### src/rtl/iocn_pkg.sv
// Constants shared by the I/O port and change-notify block.
// Assumes a 32-bit AHB-Lite slave with byte addresses of eight bits.
package iocn_pkg;
   localparam int PORT_W = 16;
   localparam int CN_W = 21;
   localparam int CN_LO_W = 16;
   localparam int CN_HI_W = CN_W - CN_LO_W;
   localparam int DATA_W = 32;
   localparam int ADDR_W = 8;

   // Register byte offsets
   localparam logic [ADDR_W-1:0] OFF_DIR = 8'h00;
   localparam logic [ADDR_W-1:0] OFF_LAT = 8'h04;
   localparam logic [ADDR_W-1:0] OFF_PORT = 8'h08;
   localparam logic [ADDR_W-1:0] OFF_ODC = 8'h0C;
   localparam logic [ADDR_W-1:0] OFF_APCFG = 8'h10;
   localparam logic [ADDR_W-1:0] OFF_CNEN_LO = 8'h14;
   localparam logic [ADDR_W-1:0] OFF_CNEN_HI = 8'h18;
   localparam logic [ADDR_W-1:0] OFF_CNPU_LO = 8'h1C;
   localparam logic [ADDR_W-1:0] OFF_CNPU_HI = 8'h20;
   localparam logic [ADDR_W-1:0] OFF_STATUS = 8'h24;
   localparam logic [ADDR_W-1:0] OFF_MASK = 8'h28;

   // Reset values
   localparam logic [PORT_W-1:0] DIR_RST = 16'hFFFF;
   localparam logic [PORT_W-1:0] LAT_RST = 16'h0000;
   localparam logic [PORT_W-1:0] ODC_RST = 16'h0000;
   localparam logic [PORT_W-1:0] APCFG_RST = 16'h0000;
   localparam logic [CN_W-1:0] CNEN_RST = 21'h000000;
   localparam logic [CN_W-1:0] CNPU_RST = 21'h000000;
   localparam logic [CN_W-1:0] MASK_RST = 21'h1FFFFF;

   // AHB encodings
   localparam logic [1:0] HTRANS_NONSEQ = 2'h2;
   localparam logic HRESP_OKAY = 1'b0;

   typedef enum logic [1:0] {
      ST_IDLE = 2'b01,
      ST_RDWAIT = 2'b10
   } iocn_bus_e;
endpackage

### src/rtl/iocn_port.sv
// I/O port with open-drain select, analog pin config and input change notify.
// Assumes a single AHB-Lite master; pins and change inputs are synchronous to hclk.
//
// The placing of the registers and the AHB-Lite slave port were decided locally.
`timescale 1ns/100ps
// Functional notes
// - A set open-drain bit makes that pin drive low only, never high.
// - An analog pin set as output still drives its latch level.
// - Analog pin config resets to zero, all shared pins analog.
// - Port reads return zero for every pin in analog mode.
// - A change on a selected input pin raises an interrupt request.
// - Change detection keeps working through sleep; changes are flagged while still asleep.
// - Up to twenty-one monitored change inputs.
// - Per-pin change enable bits, split over low and high registers.
// - Per-pin weak pull-up bits, split over low and high registers.
// - Any enabled interrupt source wakes the device from sleep.
module iocn_port import iocn_pkg::*; #(
   parameter int NPINS = PORT_W,
   parameter int NCN = CN_W
) (
   input wire logic hclk,
   input wire logic hresetn,
   input wire logic hsel,
   input wire logic [ADDR_W-1:0] haddr,
   input wire logic [1:0] htrans,
   input wire logic hwrite,
   input wire logic [2:0] hsize,
   input wire logic [DATA_W-1:0] hwdata,
   input wire logic hready,
   output logic hreadyout,
   output logic hresp,
   output logic [DATA_W-1:0] hrdata,
   input wire logic [NPINS-1:0] pad_in,
   output logic [NPINS-1:0] pad_out,
   output logic [NPINS-1:0] pad_oe,
   input wire logic [NCN-1:0] cn_in,
   output logic [NCN-1:0] pullup_en,
   input wire logic sleep_mode,
   output logic irq,
   output logic wake_req
);
   logic [NPINS-1:0] dir_reg, dir_next;
   logic [NPINS-1:0] lat_reg, lat_next;
   logic [NPINS-1:0] odc_reg, odc_next;
   logic [NPINS-1:0] apcfg_reg, apcfg_next;
   logic [NCN-1:0] cnen_reg, cnen_next;
   logic [NCN-1:0] cnpu_reg, cnpu_next;
   logic [NCN-1:0] mask_reg, mask_next;
   logic [NPINS-1:0] pad_out_reg, pad_out_next;
   logic [NPINS-1:0] pad_oe_reg, pad_oe_next;
   logic [NPINS-1:0] pin_smp_reg;
   logic [DATA_W-1:0] hrdata_reg, hrdata_next;
   logic hready_reg, hready_next;
   logic irq_reg, irq_next;
   logic wake_reg, wake_next;
   logic wr_reg, wr_next;
   logic [ADDR_W-1:0] addr_reg, addr_next;
   iocn_bus_e st_reg, st_next;
   logic [NCN-1:0] pend;
   logic [NCN-1:0] pend_clr;
   logic accept;
   logic wr_dp;

   assign accept = hsel & hready & (htrans == HTRANS_NONSEQ);
   assign wr_dp = wr_reg;

   iocn_detect #(.N(NCN)) u_detect (
      .hclk(hclk),
      .hresetn(hresetn),
      .pin_in(cn_in),
      .enable(cnen_reg),
      .hold_ref(sleep_mode),
      .clear(pend_clr),
      .pending(pend)
   );

   // Bus front end: writes have no wait, reads one wait state so the data
   // reflects any write whose data phase overlapped the read's address phase.
   always_comb begin
      st_next = st_reg;
      hready_next = 1'b1;
      wr_next = 1'b0;
      addr_next = addr_reg;
      unique case (st_reg)
         ST_IDLE: begin
            if (accept) begin
               addr_next = haddr;
               if (hwrite) begin
                  wr_next = 1'b1;
               end else begin
                  st_next = ST_RDWAIT;
                  hready_next = 1'b0;
               end
            end
         end
         ST_RDWAIT: begin
            st_next = ST_IDLE;
         end
      endcase
   end

   always_ff @(posedge hclk or negedge hresetn) begin
      if (!hresetn) begin
         st_reg <= ST_IDLE;
         hready_reg <= 1'b1;
         wr_reg <= 1'b0;
         addr_reg <= '0;
      end else begin
         st_reg <= st_next;
         hready_reg <= hready_next;
         wr_reg <= wr_next;
         addr_reg <= addr_next;
      end
   end

   // Register writes in the data phase; unmapped offsets are ignored
   always_comb begin
      dir_next = dir_reg;
      lat_next = lat_reg;
      odc_next = odc_reg;
      apcfg_next = apcfg_reg;
      cnen_next = cnen_reg;
      cnpu_next = cnpu_reg;
      mask_next = mask_reg;
      pend_clr = '0;
      if (wr_dp) begin
         case (addr_reg)
            OFF_DIR: dir_next = hwdata[NPINS-1:0];
            OFF_LAT, OFF_PORT: lat_next = hwdata[NPINS-1:0];
            OFF_ODC: odc_next = hwdata[NPINS-1:0];
            OFF_APCFG: apcfg_next = hwdata[NPINS-1:0];
            OFF_CNEN_LO: cnen_next[CN_LO_W-1:0] = hwdata[CN_LO_W-1:0];
            OFF_CNEN_HI: cnen_next[NCN-1:CN_LO_W] = hwdata[NCN-CN_LO_W-1:0];
            OFF_CNPU_LO: cnpu_next[CN_LO_W-1:0] = hwdata[CN_LO_W-1:0];
            OFF_CNPU_HI: cnpu_next[NCN-1:CN_LO_W] = hwdata[NCN-CN_LO_W-1:0];
            OFF_STATUS: pend_clr = hwdata[NCN-1:0];
            OFF_MASK: mask_next = hwdata[NCN-1:0];
            default: ;
         endcase
      end
   end

   always_ff @(posedge hclk or negedge hresetn) begin
      if (!hresetn) begin
         dir_reg <= DIR_RST;
         lat_reg <= LAT_RST;
         odc_reg <= ODC_RST;
         apcfg_reg <= APCFG_RST;
         cnen_reg <= CNEN_RST;
         cnpu_reg <= CNPU_RST;
         mask_reg <= MASK_RST;
      end else begin
         dir_reg <= dir_next;
         lat_reg <= lat_next;
         odc_reg <= odc_next;
         apcfg_reg <= apcfg_next;
         cnen_reg <= cnen_next;
         cnpu_reg <= cnpu_next;
         mask_reg <= mask_next;
      end
   end

   // Read data, captured at the end of the read's wait state
   always_comb begin
      hrdata_next = hrdata_reg;
      if (st_reg == ST_RDWAIT) begin
         hrdata_next = '0;
         case (addr_reg)
            OFF_DIR: hrdata_next[NPINS-1:0] = dir_reg;
            OFF_LAT: hrdata_next[NPINS-1:0] = lat_reg;
            // Analog pins read low whatever the pad level
            OFF_PORT: hrdata_next[NPINS-1:0] = pin_smp_reg & apcfg_reg;
            OFF_ODC: hrdata_next[NPINS-1:0] = odc_reg;
            OFF_APCFG: hrdata_next[NPINS-1:0] = apcfg_reg;
            OFF_CNEN_LO: hrdata_next[CN_LO_W-1:0] = cnen_reg[CN_LO_W-1:0];
            OFF_CNEN_HI: hrdata_next[NCN-CN_LO_W-1:0] = cnen_reg[NCN-1:CN_LO_W];
            OFF_CNPU_LO: hrdata_next[CN_LO_W-1:0] = cnpu_reg[CN_LO_W-1:0];
            OFF_CNPU_HI: hrdata_next[NCN-CN_LO_W-1:0] = cnpu_reg[NCN-1:CN_LO_W];
            OFF_STATUS: hrdata_next[NCN-1:0] = pend;
            OFF_MASK: hrdata_next[NCN-1:0] = mask_reg;
            default: ;
         endcase
      end
   end

   // Pad drive; the analog setting never turns the driver off, so an
   // analog pin left as output converts its own driven level.
   always_comb begin
      pad_out_next = lat_reg & ~odc_reg;
      pad_oe_next = ~dir_reg & ~(odc_reg & lat_reg);
      irq_next = |(pend & mask_reg);
      wake_next = sleep_mode & irq_next;
   end

   always_ff @(posedge hclk or negedge hresetn) begin
      if (!hresetn) begin
         hrdata_reg <= '0;
         pad_out_reg <= '0;
         pad_oe_reg <= '0;
         pin_smp_reg <= '0;
         irq_reg <= 1'b0;
         wake_reg <= 1'b0;
      end else begin
         hrdata_reg <= hrdata_next;
         pad_out_reg <= pad_out_next;
         pad_oe_reg <= pad_oe_next;
         pin_smp_reg <= pad_in;
         irq_reg <= irq_next;
         wake_reg <= wake_next;
      end
   end

   assign hreadyout = hready_reg;
   assign hresp = HRESP_OKAY;
   assign hrdata = hrdata_reg;
   assign pad_out = pad_out_reg;
   assign pad_oe = pad_oe_reg;
   assign pullup_en = cnpu_reg;
   assign irq = irq_reg;
   assign wake_req = wake_reg;

   a_od_never_high: assert property (@(posedge hclk) disable iff (!hresetn)
      ##1 ((|($past(odc_reg) & pad_out_reg & pad_oe_reg)) == 1'b0))
      else $error("open-drain pin driven high");

   a_output_keeps_drive: assert property (@(posedge hclk) disable iff (!hresetn)
      ##1 ((|(~$past(dir_reg) & ~$past(odc_reg) & ~pad_oe_reg)) == 1'b0))
      else $error("push-pull output pin not driven");

   a_apcfg_reset: assert property (@(posedge hclk) disable iff (!hresetn)
      $past(!hresetn) |-> (apcfg_reg == APCFG_RST))
      else $error("analog config not zero after reset");

   a_analog_reads_zero: assert property (@(posedge hclk) disable iff (!hresetn)
      (st_reg == ST_RDWAIT && addr_reg == OFF_PORT) |=> ((hrdata_reg[NPINS-1:0] & ~$past(apcfg_reg)) == '0))
      else $error("analog pin read as nonzero");

   a_port_read_sample: assert property (@(posedge hclk) disable iff (!hresetn)
      (st_reg == ST_RDWAIT && addr_reg == OFF_PORT && apcfg_reg == '1)
      |=> (hrdata_reg[NPINS-1:0] == $past(pin_smp_reg)))
      else $error("port read not from sampled pins");

   a_read_one_wait: assert property (@(posedge hclk) disable iff (!hresetn)
      (accept && !hwrite && st_reg == ST_IDLE) |=> !hreadyout ##1 hreadyout)
      else $error("read wait state wrong");

   a_irq_follows: assert property (@(posedge hclk) disable iff (!hresetn)
      (|(pend & mask_reg)) |=> irq)
      else $error("interrupt not raised for pending change");

   a_wake_on_irq: assert property (@(posedge hclk) disable iff (!hresetn)
      (sleep_mode && (|(pend & mask_reg))) |=> wake_req)
      else $error("no wake request in sleep");

   a_irq_needs_source: assert property (@(posedge hclk) disable iff (!hresetn)
      irq |-> (|($past(pend) & $past(mask_reg))))
      else $error("interrupt raised with no unmasked pending flag");

   a_wake_needs_sleep: assert property (@(posedge hclk) disable iff (!hresetn)
      wake_req |-> $past(sleep_mode))
      else $error("wake request raised while awake");

   a_od_high_released: assert property (@(posedge hclk) disable iff (!hresetn)
      ##1 ((pad_oe_reg & $past(odc_reg) & $past(lat_reg)) == '0))
      else $error("open-drain pin with latch high still driven");
endmodule // iocn_port

### src/rtl/iocn_detect.sv
// Per-pin change detector with sticky pending flags.
// Assumes pin levels are synchronous to hclk; clear mask is a one-cycle strobe.
`timescale 1ns/100ps
module iocn_detect import iocn_pkg::*; #(
   parameter int N = CN_W
) (
   input wire logic hclk,
   input wire logic hresetn,
   input wire logic [N-1:0] pin_in,
   input wire logic [N-1:0] enable,
   input wire logic hold_ref,
   input wire logic [N-1:0] clear,
   output logic [N-1:0] pending
);
   logic [N-1:0] ref_reg;
   logic [N-1:0] ref_next;
   logic [N-1:0] pend_reg;
   logic [N-1:0] pend_next;

   genvar i;
   generate
      for (i = 0; i < N; i++) begin : g_pin
         always_comb begin
            // Reference frozen while asleep, so a change then is flagged on the next clock, still asleep
            ref_next[i] = hold_ref ? ref_reg[i] : pin_in[i];
            // Set beats clear in the same cycle
            pend_next[i] = (enable[i] & (pin_in[i] ^ ref_reg[i])) | (pend_reg[i] & ~clear[i]);
         end
      end
   endgenerate

   always_ff @(posedge hclk or negedge hresetn) begin
      if (!hresetn) begin
         ref_reg <= '0;
         pend_reg <= '0;
      end else begin
         ref_reg <= ref_next;
         pend_reg <= pend_next;
      end
   end

   assign pending = pend_reg;

   // Checked per pin, so a flag already set elsewhere cannot hide a missed one
   a_change_sets_flag: assert property (@(posedge hclk) disable iff (!hresetn)
      (|(enable & (pin_in ^ ref_reg))) |=> ((~pend_reg & $past(enable) & ($past(pin_in) ^ $past(ref_reg))) == '0))
      else $error("enabled pin change did not set pending flag");

   a_flag_stays_set: assert property (@(posedge hclk) disable iff (!hresetn)
      (|(pend_reg & ~clear)) |=> ((~pend_reg & $past(pend_reg) & ~$past(clear)) == '0))
      else $error("pending flag dropped without a clear");

   a_masked_no_set: assert property (@(posedge hclk) disable iff (!hresetn)
      (|(~enable & ~pend_reg)) |=> ((pend_reg & ~$past(pend_reg) & ~$past(enable)) == '0))
      else $error("pending flag set on a disabled pin");
endmodule // iocn_detect

### config.mk
export PLATFORM = sky130hd
export DESIGN_NAME = iocn_port
export DESIGN_NICKNAME = d
export VERILOG_FILES = /design/src/rtl/iocn_pkg.sv /design/src/rtl/iocn_port.sv /design/src/rtl/iocn_detect.sv
export SDC_FILE = /design/constraint.sdc
export NUM_CORES = 1
export LEC_CHECK = 0
export ABC_AREA = 1
export BUFFER_PORTS_ARGS = -buffer_cell sky130_fd_sc_hd__buf_4
export CAP_MARGIN = 20
export CORE_MARGIN = 3
export CORE_UTILIZATION = 25
export DETAILED_ROUTE_END_ITERATION = 8
export PLACE_DENSITY = 0.44
export SYNTH_ARGS = -nofsm -noshare
export SYNTH_HDL_FRONTEND = slang
export SYNTH_HIERARCHICAL = 1
export SYNTH_SLANG_ARGS = --single-unit
### constraint.sdc
create_clock -name hclk -period 3.18 [get_ports hclk]
set_input_delay 0.159 -clock hclk [delete_from_list [all_inputs] [get_ports hclk]]
set_output_delay 0.159 -clock hclk [all_outputs]
set_load 0.005 [all_outputs]
---- Word level (Yosys, flattened, before mapping) ----
Cells that the tools add are included.
word-level totals
  logic and storage cells ................. 179
  bits in registers ....................... 252
operators by class
  equal/unequal tests ..................... 15
  bitwise gates (word level) .............. 116
  reductions and logical operators ........ 14
  muxes and demuxes ....................... 13
operators by type and width
  operator              count
  $pmux W11 S9          1
  $and A16 B16 Y16      4
  $pmux W5 S11          1
  $not A16 Y16          3
  $and A1 B1 Y1         45
  $mux W21              2
  $eq A8 B5 Y1 const B  4
  $eq A8 B6 Y1 const B  3
  $reduce_and A2 Y1     11
  $and A21 B21 Y21      1
  $not A1 Y1            21
  $or A1 B1 Y1          21
  $reduce_or A21 Y1     1
  $xor A1 B1 Y1         21
  $eq A8 B4 Y1 const B  2
  $pmux W5 S2           1
  $eq A8 B3 Y1 const B  1
  $logic_not A8 Y1      1
  $mux W1               5
  $eq A2 B2 Y1 const B  2
  $mux W2               2
  $ne A2 B2 Y1 const B  2
  $pmux W2 S2           1
  $eq A2 B1 Y1 const B  1
  $reduce_or A2 Y1      1

---- Logic depth before layout (Yosys ltp) ----
  depth after elaboration ................. 6
  mapped depth ............................ 11

---- Hierarchy ----
Netlist, hierarchy kept.
modules (own cells, without submodules)
  module       sequential area each (um2)  area each (um2)  cells an instance  times used
  iocn_port    5,303.8                     9,397.8          1,130              1
  iocn_detect  1,051.0                     1,916.8          256                1

---- Least setup slack after synthesis ----
Ideal clock, no wire load.
  path kind ............................... register to register
  from .................................... register addr_reg[6]
  to ...................................... register u_detect.pend_reg[0] (netlist: u_detect/pending[0])
  cell stages (with the launch flop) ...... 11
  setup time .............................. 117 ps
  arrival ................................. 1,381 ps
  buffers on the path ..................... 2
  setup slack ............................. 1,682 ps
  cells stage by stage .................... dfrtp_1 > inv_1 > nand2_1 > nor2_4 > buf_2 > nand3_2 > buf_2 > nor2_1 > inv_1 > nand2_1 > nand2_1
on the way
  cells in the longest elaborated chain, start to end .. 6
ends and longest elaborated chain
  what                       line               RTL
  start, declared            iocn_port.sv:57    logic [ADDR_W-1:0] addr_reg, addr_next;
  start signal, assigned     iocn_port.sv:112   addr_reg <= addr_next;
  $eq A8 B6 Y1               iocn_port.sv:127   case (addr_reg)
  $mux W21                   iocn_port.sv:127
  $mux W21                   iocn_port.sv:126   if (wr_dp) begin
  via pend_clr[0]            iocn_port.sv:60    logic [NCN-1:0] pend_clr;
  $not A1 Y1                 iocn_detect.sv:27  pend_next[i] = (enable[i] & (pin_in[i] ^ ref_reg[i])) | (pend_reg[i] & ~clear[i]);
  $and A1 B1 Y1              iocn_detect.sv:27
  $or A1 B1 Y1               iocn_detect.sv:27
  via u_detect.pend_next[0]  iocn_detect.sv:18  logic [N-1:0] pend_next;
  end signal, assigned       iocn_detect.sv:38  pend_reg <= pend_next;
  end, declared              iocn_detect.sv:17  logic [N-1:0] pend_reg;
The timed path passes the listed nets, and every way through them passes these cells.
A chain may end at the register's enable or synchronous reset.

---- Worst setup path after layout ----
  from .................................... register addr_reg[7]
  to ...................................... register lat_reg[13]
on the way
  cells in the longest elaborated chain, start to end .. 3
  elaborated cells between the ends (all ways) .. 4
  classes of those cells .................. eq/ne (2); reduce/logical (2)
ends and longest elaborated chain
  what                                          line              RTL
  $eq A8 B3 Y1 or $eq A8 B4 Y1 (tied branches)  iocn_port.sv:127
  $reduce_or A2 Y1 *                            iocn_port.sv:127
  $reduce_and A2 Y1 (no line) *                 n/a
  end signal, assigned                          iocn_port.sv:154  lat_reg <= lat_next;
  end, declared                                 iocn_port.sv:43   logic [NPINS-1:0] lat_reg, lat_next;
Every way passes the cells marked *; elsewhere a longest branch is shown, timed or not.

==> impl.org <==
** Route
- Detailed-route wire length per cell :: 15.98 um
- The detail route stage leaves a number of antenna-violating nets equal to 0.
- Final wirelength :: 35160 um
- Before antenna repair, the detailed router went through 7 iterations.
- In the routed layout, each cell is associated on average with a via count of 4.243.
- The routed layout has 9335 vias.
- In the routed design, unresolved DRC markers number 0.
- In this run, the number of DRC markers left after iteration 0 of detailed routing was 573.

** Yosys
- In this run, distinct cell masters in the synthesized netlist total 31.
- Synthesis produced a netlist whose cell count is 1386.
- For this run, the register share of the synthesized area comes to 56.16%.
- During synthesis, Yosys emitted a total of 6 warnings.
- Post-synthesis area per instance :: 8.163 sq um
- The synthesized design contains 252 register bits.
- The synthesized netlist occupies a cell area of 11310 sq um.

** Die
- After floorplanning, the core was sized to cover 44510 sq um.
- Count of standard-cell rows :: 77
- The die is 218.7 um wide.
- Die footprint :: 47850 sq um
- Initial Utilization :: 25.42%
- The die is 218.7 um tall.
- I/O pin total :: 177

** Layout
- Counting the fill cells in the layout gives 4789.
- Area used by multi-input combinational logic :: 4024 sq um
- After the flow finishes, the layout carries non-filler instances totaling 2200.
- From synthesis to final layout, the design area changed by 29.20%.
- Leading cell types in the layout, fill and taps excluded :: sky130_fd_sc_hd__nand2_1, sky130_fd_sc_hd__dfrtp_1, sky130_fd_sc_hd__buf_4
- At the end of the flow, the number of nets in the layout was 1671.
- In the final layout, flip-flops and latches occupy 6355 sq um.
- In the final layout, the share of cells above drive strength 1 is 17.05%.
- With fillers left out, the area of the finished cells amounts to 14620 sq um.
- The library cell used most frequently in the layout, excluding fill and tap cells, is sky130_fd_sc_hd__nand2_1.

** Clock network
- Clock-pin slew was measured on the worst setup and hold paths at 0.06 ns.
- In this run the number of H-tree levels came out at 1.
- Root Buffer :: sky130_fd_sc_hd__clkbuf_16
- Clock tree from TritonCTS :: built
- In this run the deepest clock path goes through 3 buffers.
- Source-to-sink clock delay at the later pin of the worst-skew pair :: 0.56 ns
- The tree built by TritonCTS fans out to 252 sinks.
- Postcts setup bufs :: 0
- Clock tree synthesis inserted a total of 30 buffers.

** Global routing
- Largest net degree at the start of global routing :: 90
- Global routing used 14.68% of the available tracks across all layers.
- After global routing the overflow that remains totals 0.
- The initial antenna violation count came to 1.
- Number of global-route vias before repair :: 9196
- Global-route wire length before repair :: 54540 um

** Critical path
- Critical path data required time :: 3.60 ns
- Max Fanout on Critical Path :: 47
- Slowest cell on the critical path :: sky130_fd_sc_hd__inv_2
- For the worst setup path, the data arrival time is 2.65 ns.
- Worst path top cell family by delay :: buffers and inverters
- Crit path largest cell delay :: 0.66 ns
- Count of cell instances traversed by the critical path :: 6
- Worst Reg-to-Reg Cells :: 6
- The most critical setup path has its startpoint at addr_reg[7]$_DFFE_PN0P_.
- Startpoint types :: register
- STA classifies the critical path endpoint as a register.
- R2R Path Start :: addr_reg[7]$_DFFE_PN0P_
- Type of the worst setup path :: reg -> reg
- CP Cell Sequence :: nor2_1, nand2_2, inv_2, o211ai_4, nand2_1, o21ai_1
- Together, buffers and inverters on the worst path number 1.

** STA
- Setup violations remaining at the end of the flow were counted as 0.
- Share of the cycle needed by the critical path after routing :: 70.14%
- Shortest clock period the worst path allows after layout :: 2.231 ns
- The count of final hold-check violations was 0.
- Total count of max-transition violations in the final report :: 0
- At the pin with the least slew margin, the transition time is 1.034 ns.
- Timing-limited maximum frequency :: 448.3 MHz
- Adding up every negative setup slack in the final design gives 0 ns.
- Worst slew margin relative to its limit :: 30.91%
- Largest clock skew in the final design :: 0.01371 ns
- Setup slack of the critical path after layout :: 0.9494 ns
- Setup repair after global routing missed its margin :: false

** Min path
- Hold depth :: 3
- Path category of the worst min-delay check :: in -> reg
- The startpoint identified for the worst hold timing path is hwdata[12].

** Placed design
- Input and output buffers added on the ports amount to 150.
- Routability congestion estimate from global placement :: 0.7846
- Cells after DPL :: 2085
- Final HPWL DP :: 24370 um
- In this run the cell area measured after placement is 12980 sq um.
- Post-placement setup slack :: 0.9125 ns

** Power
- The analysis attributes to cell leakage a power of 7.910 nW.
- Power per standard cell area :: 529.9 nW/um^2
- Across the VDD grid, the largest voltage drop is 357.0 uV.

** Run status
- The flow ran to the end, and the final reports show no timing, DRC or antenna violations.

** Flow run
- Max-capacitance violation count :: 0
==> worst min-delay path: cells and delay by family <==
kind / cells / cell delay [ns]
buf+inv: 2 / 0.23
compound gates: 1 / 0.17
==> cell families after synthesis <==
group                  after synthesis  synth area share (%)
buffers and inverters              224                 8.714
DFF                                252                 56.16
and+or+nand+nor                    725                 26.65
other                                1               0.03314
AOI/OAI and AO/OA                  184                 8.438
==> stage by stage <==
stage	utilization (%)	power (mW)	hold WS, ns
after global placement	29.17	4.155	0.1243
final	32.84	7.746	0.03332
after CTS	32.84	7.888	0.001410
after global routing	32.84	8.102	0.03469
after detailed placement	29.17	4.162	0.1318
after floorplan	-	3.817	-0.1366
==> cells in the mapped netlist <==
library cell,number,area share [%]
sky130_fd_sc_hd__a31oi_1,1,0.055
sky130_fd_sc_hd__buf_4,24,1.6
sky130_fd_sc_hd__nor3b_1,1,0.066
sky130_fd_sc_hd__nor2_4,5,0.50
sky130_fd_sc_hd__dfstp_2,39,9.1
sky130_fd_sc_hd__nand3b_1,11,0.73
sky130_fd_sc_hd__clkbuf_2,1,0.044
sky130_fd_sc_hd__nand3_2,4,0.35
sky130_fd_sc_hd__nor3_1,1,0.044
sky130_fd_sc_hd__a21oi_1,25,1.1
sky130_fd_sc_hd__nor2_1,112,3.7
sky130_fd_sc_hd__inv_2,5,0.17
sky130_fd_sc_hd__o211ai_2,1,0.11
sky130_fd_sc_hd__a22o_1,1,0.077
sky130_fd_sc_hd__dfrtp_1,213,47
sky130_fd_sc_hd__buf_6,3,0.30
sky130_fd_sc_hd__a21boi_0,1,0.066
sky130_fd_sc_hd__o21ai_0,56,2.5
sky130_fd_sc_hd__nand2_2,3,0.17
sky130_fd_sc_hd__o21ai_1,89,3.9
sky130_fd_sc_hd__nand2_1,449,15
sky130_fd_sc_hd__inv_1,147,4.9
sky130_fd_sc_hd__buf_2,25,1.1
sky130_fd_sc_hd__nand4_1,2,0.11
sky130_fd_sc_hd__nand3_1,136,6.0
sky130_fd_sc_hd__buf_1,2,0.066
sky130_fd_sc_hd__and3_1,1,0.055
sky130_fd_sc_hd__o22ai_1,5,0.28
sky130_fd_sc_hd__clkbuf_1,17,0.56
sky130_fd_sc_hd__conb_1,1,0.033
sky130_fd_sc_hd__o21a_1,5,0.33
==> repair_timing <==
item,in CTS,in global routing
gates resized for setup,0,0
hold endpoints to repair,155,0
setup endpoints to repair,0,0
hold buffers,58,0
==> report_power, final <==
part           leakage [nW]  internal, mW  switching [mW]
registers              2.74          3.32          0.0794
clock network         0.517          2.23            1.37
logic                  4.65         0.233           0.509
total                  7.91          5.78            1.96
==> path summary, 6_finish.rpt <==
check	end	slack [ns]
hold reg to reg	mask_reg[19]$_DFFE_PN1P_	0.48
setup reg to reg	lat_reg[13]$_DFFE_PN0P_	0.95
hold / removal	odc_reg[12]$_DFFE_PN0P_	0.03
max in group asynchronous	pad_out[3]$_DFF_PN0_	2.08
setup / recovery	lat_reg[13]$_DFFE_PN0P_	0.95
min in group asynchronous	u_detect/ref_reg[1]$_DFFE_PN0N_	0.14
==> layer usage <==
metal | GRT usage, % | part of all wire, % | up-vias
li1 | - | - | 4728
met2 | 23.66 | 45 | 205
met4 | 3.327 | 1.6 | 0
met5 | 0 | 0 | -
met3 | 2.419 | 5.5 | 35
met1 | 20.72 | 48 | 4367
==> cell type report <==
class	count	area share (%)
Sequential cell	252	43.47
Inverter	152	3.903
Clock buffer	47	6.333
Clock inverter	9	0.8644
Timing Repair Buffer	226	12.82
Antenna cell	1	0.01712
Multi-Input combinational cell	921	27.52
Tap cell	592	5.067
Power figures use the tool's default switching activity.
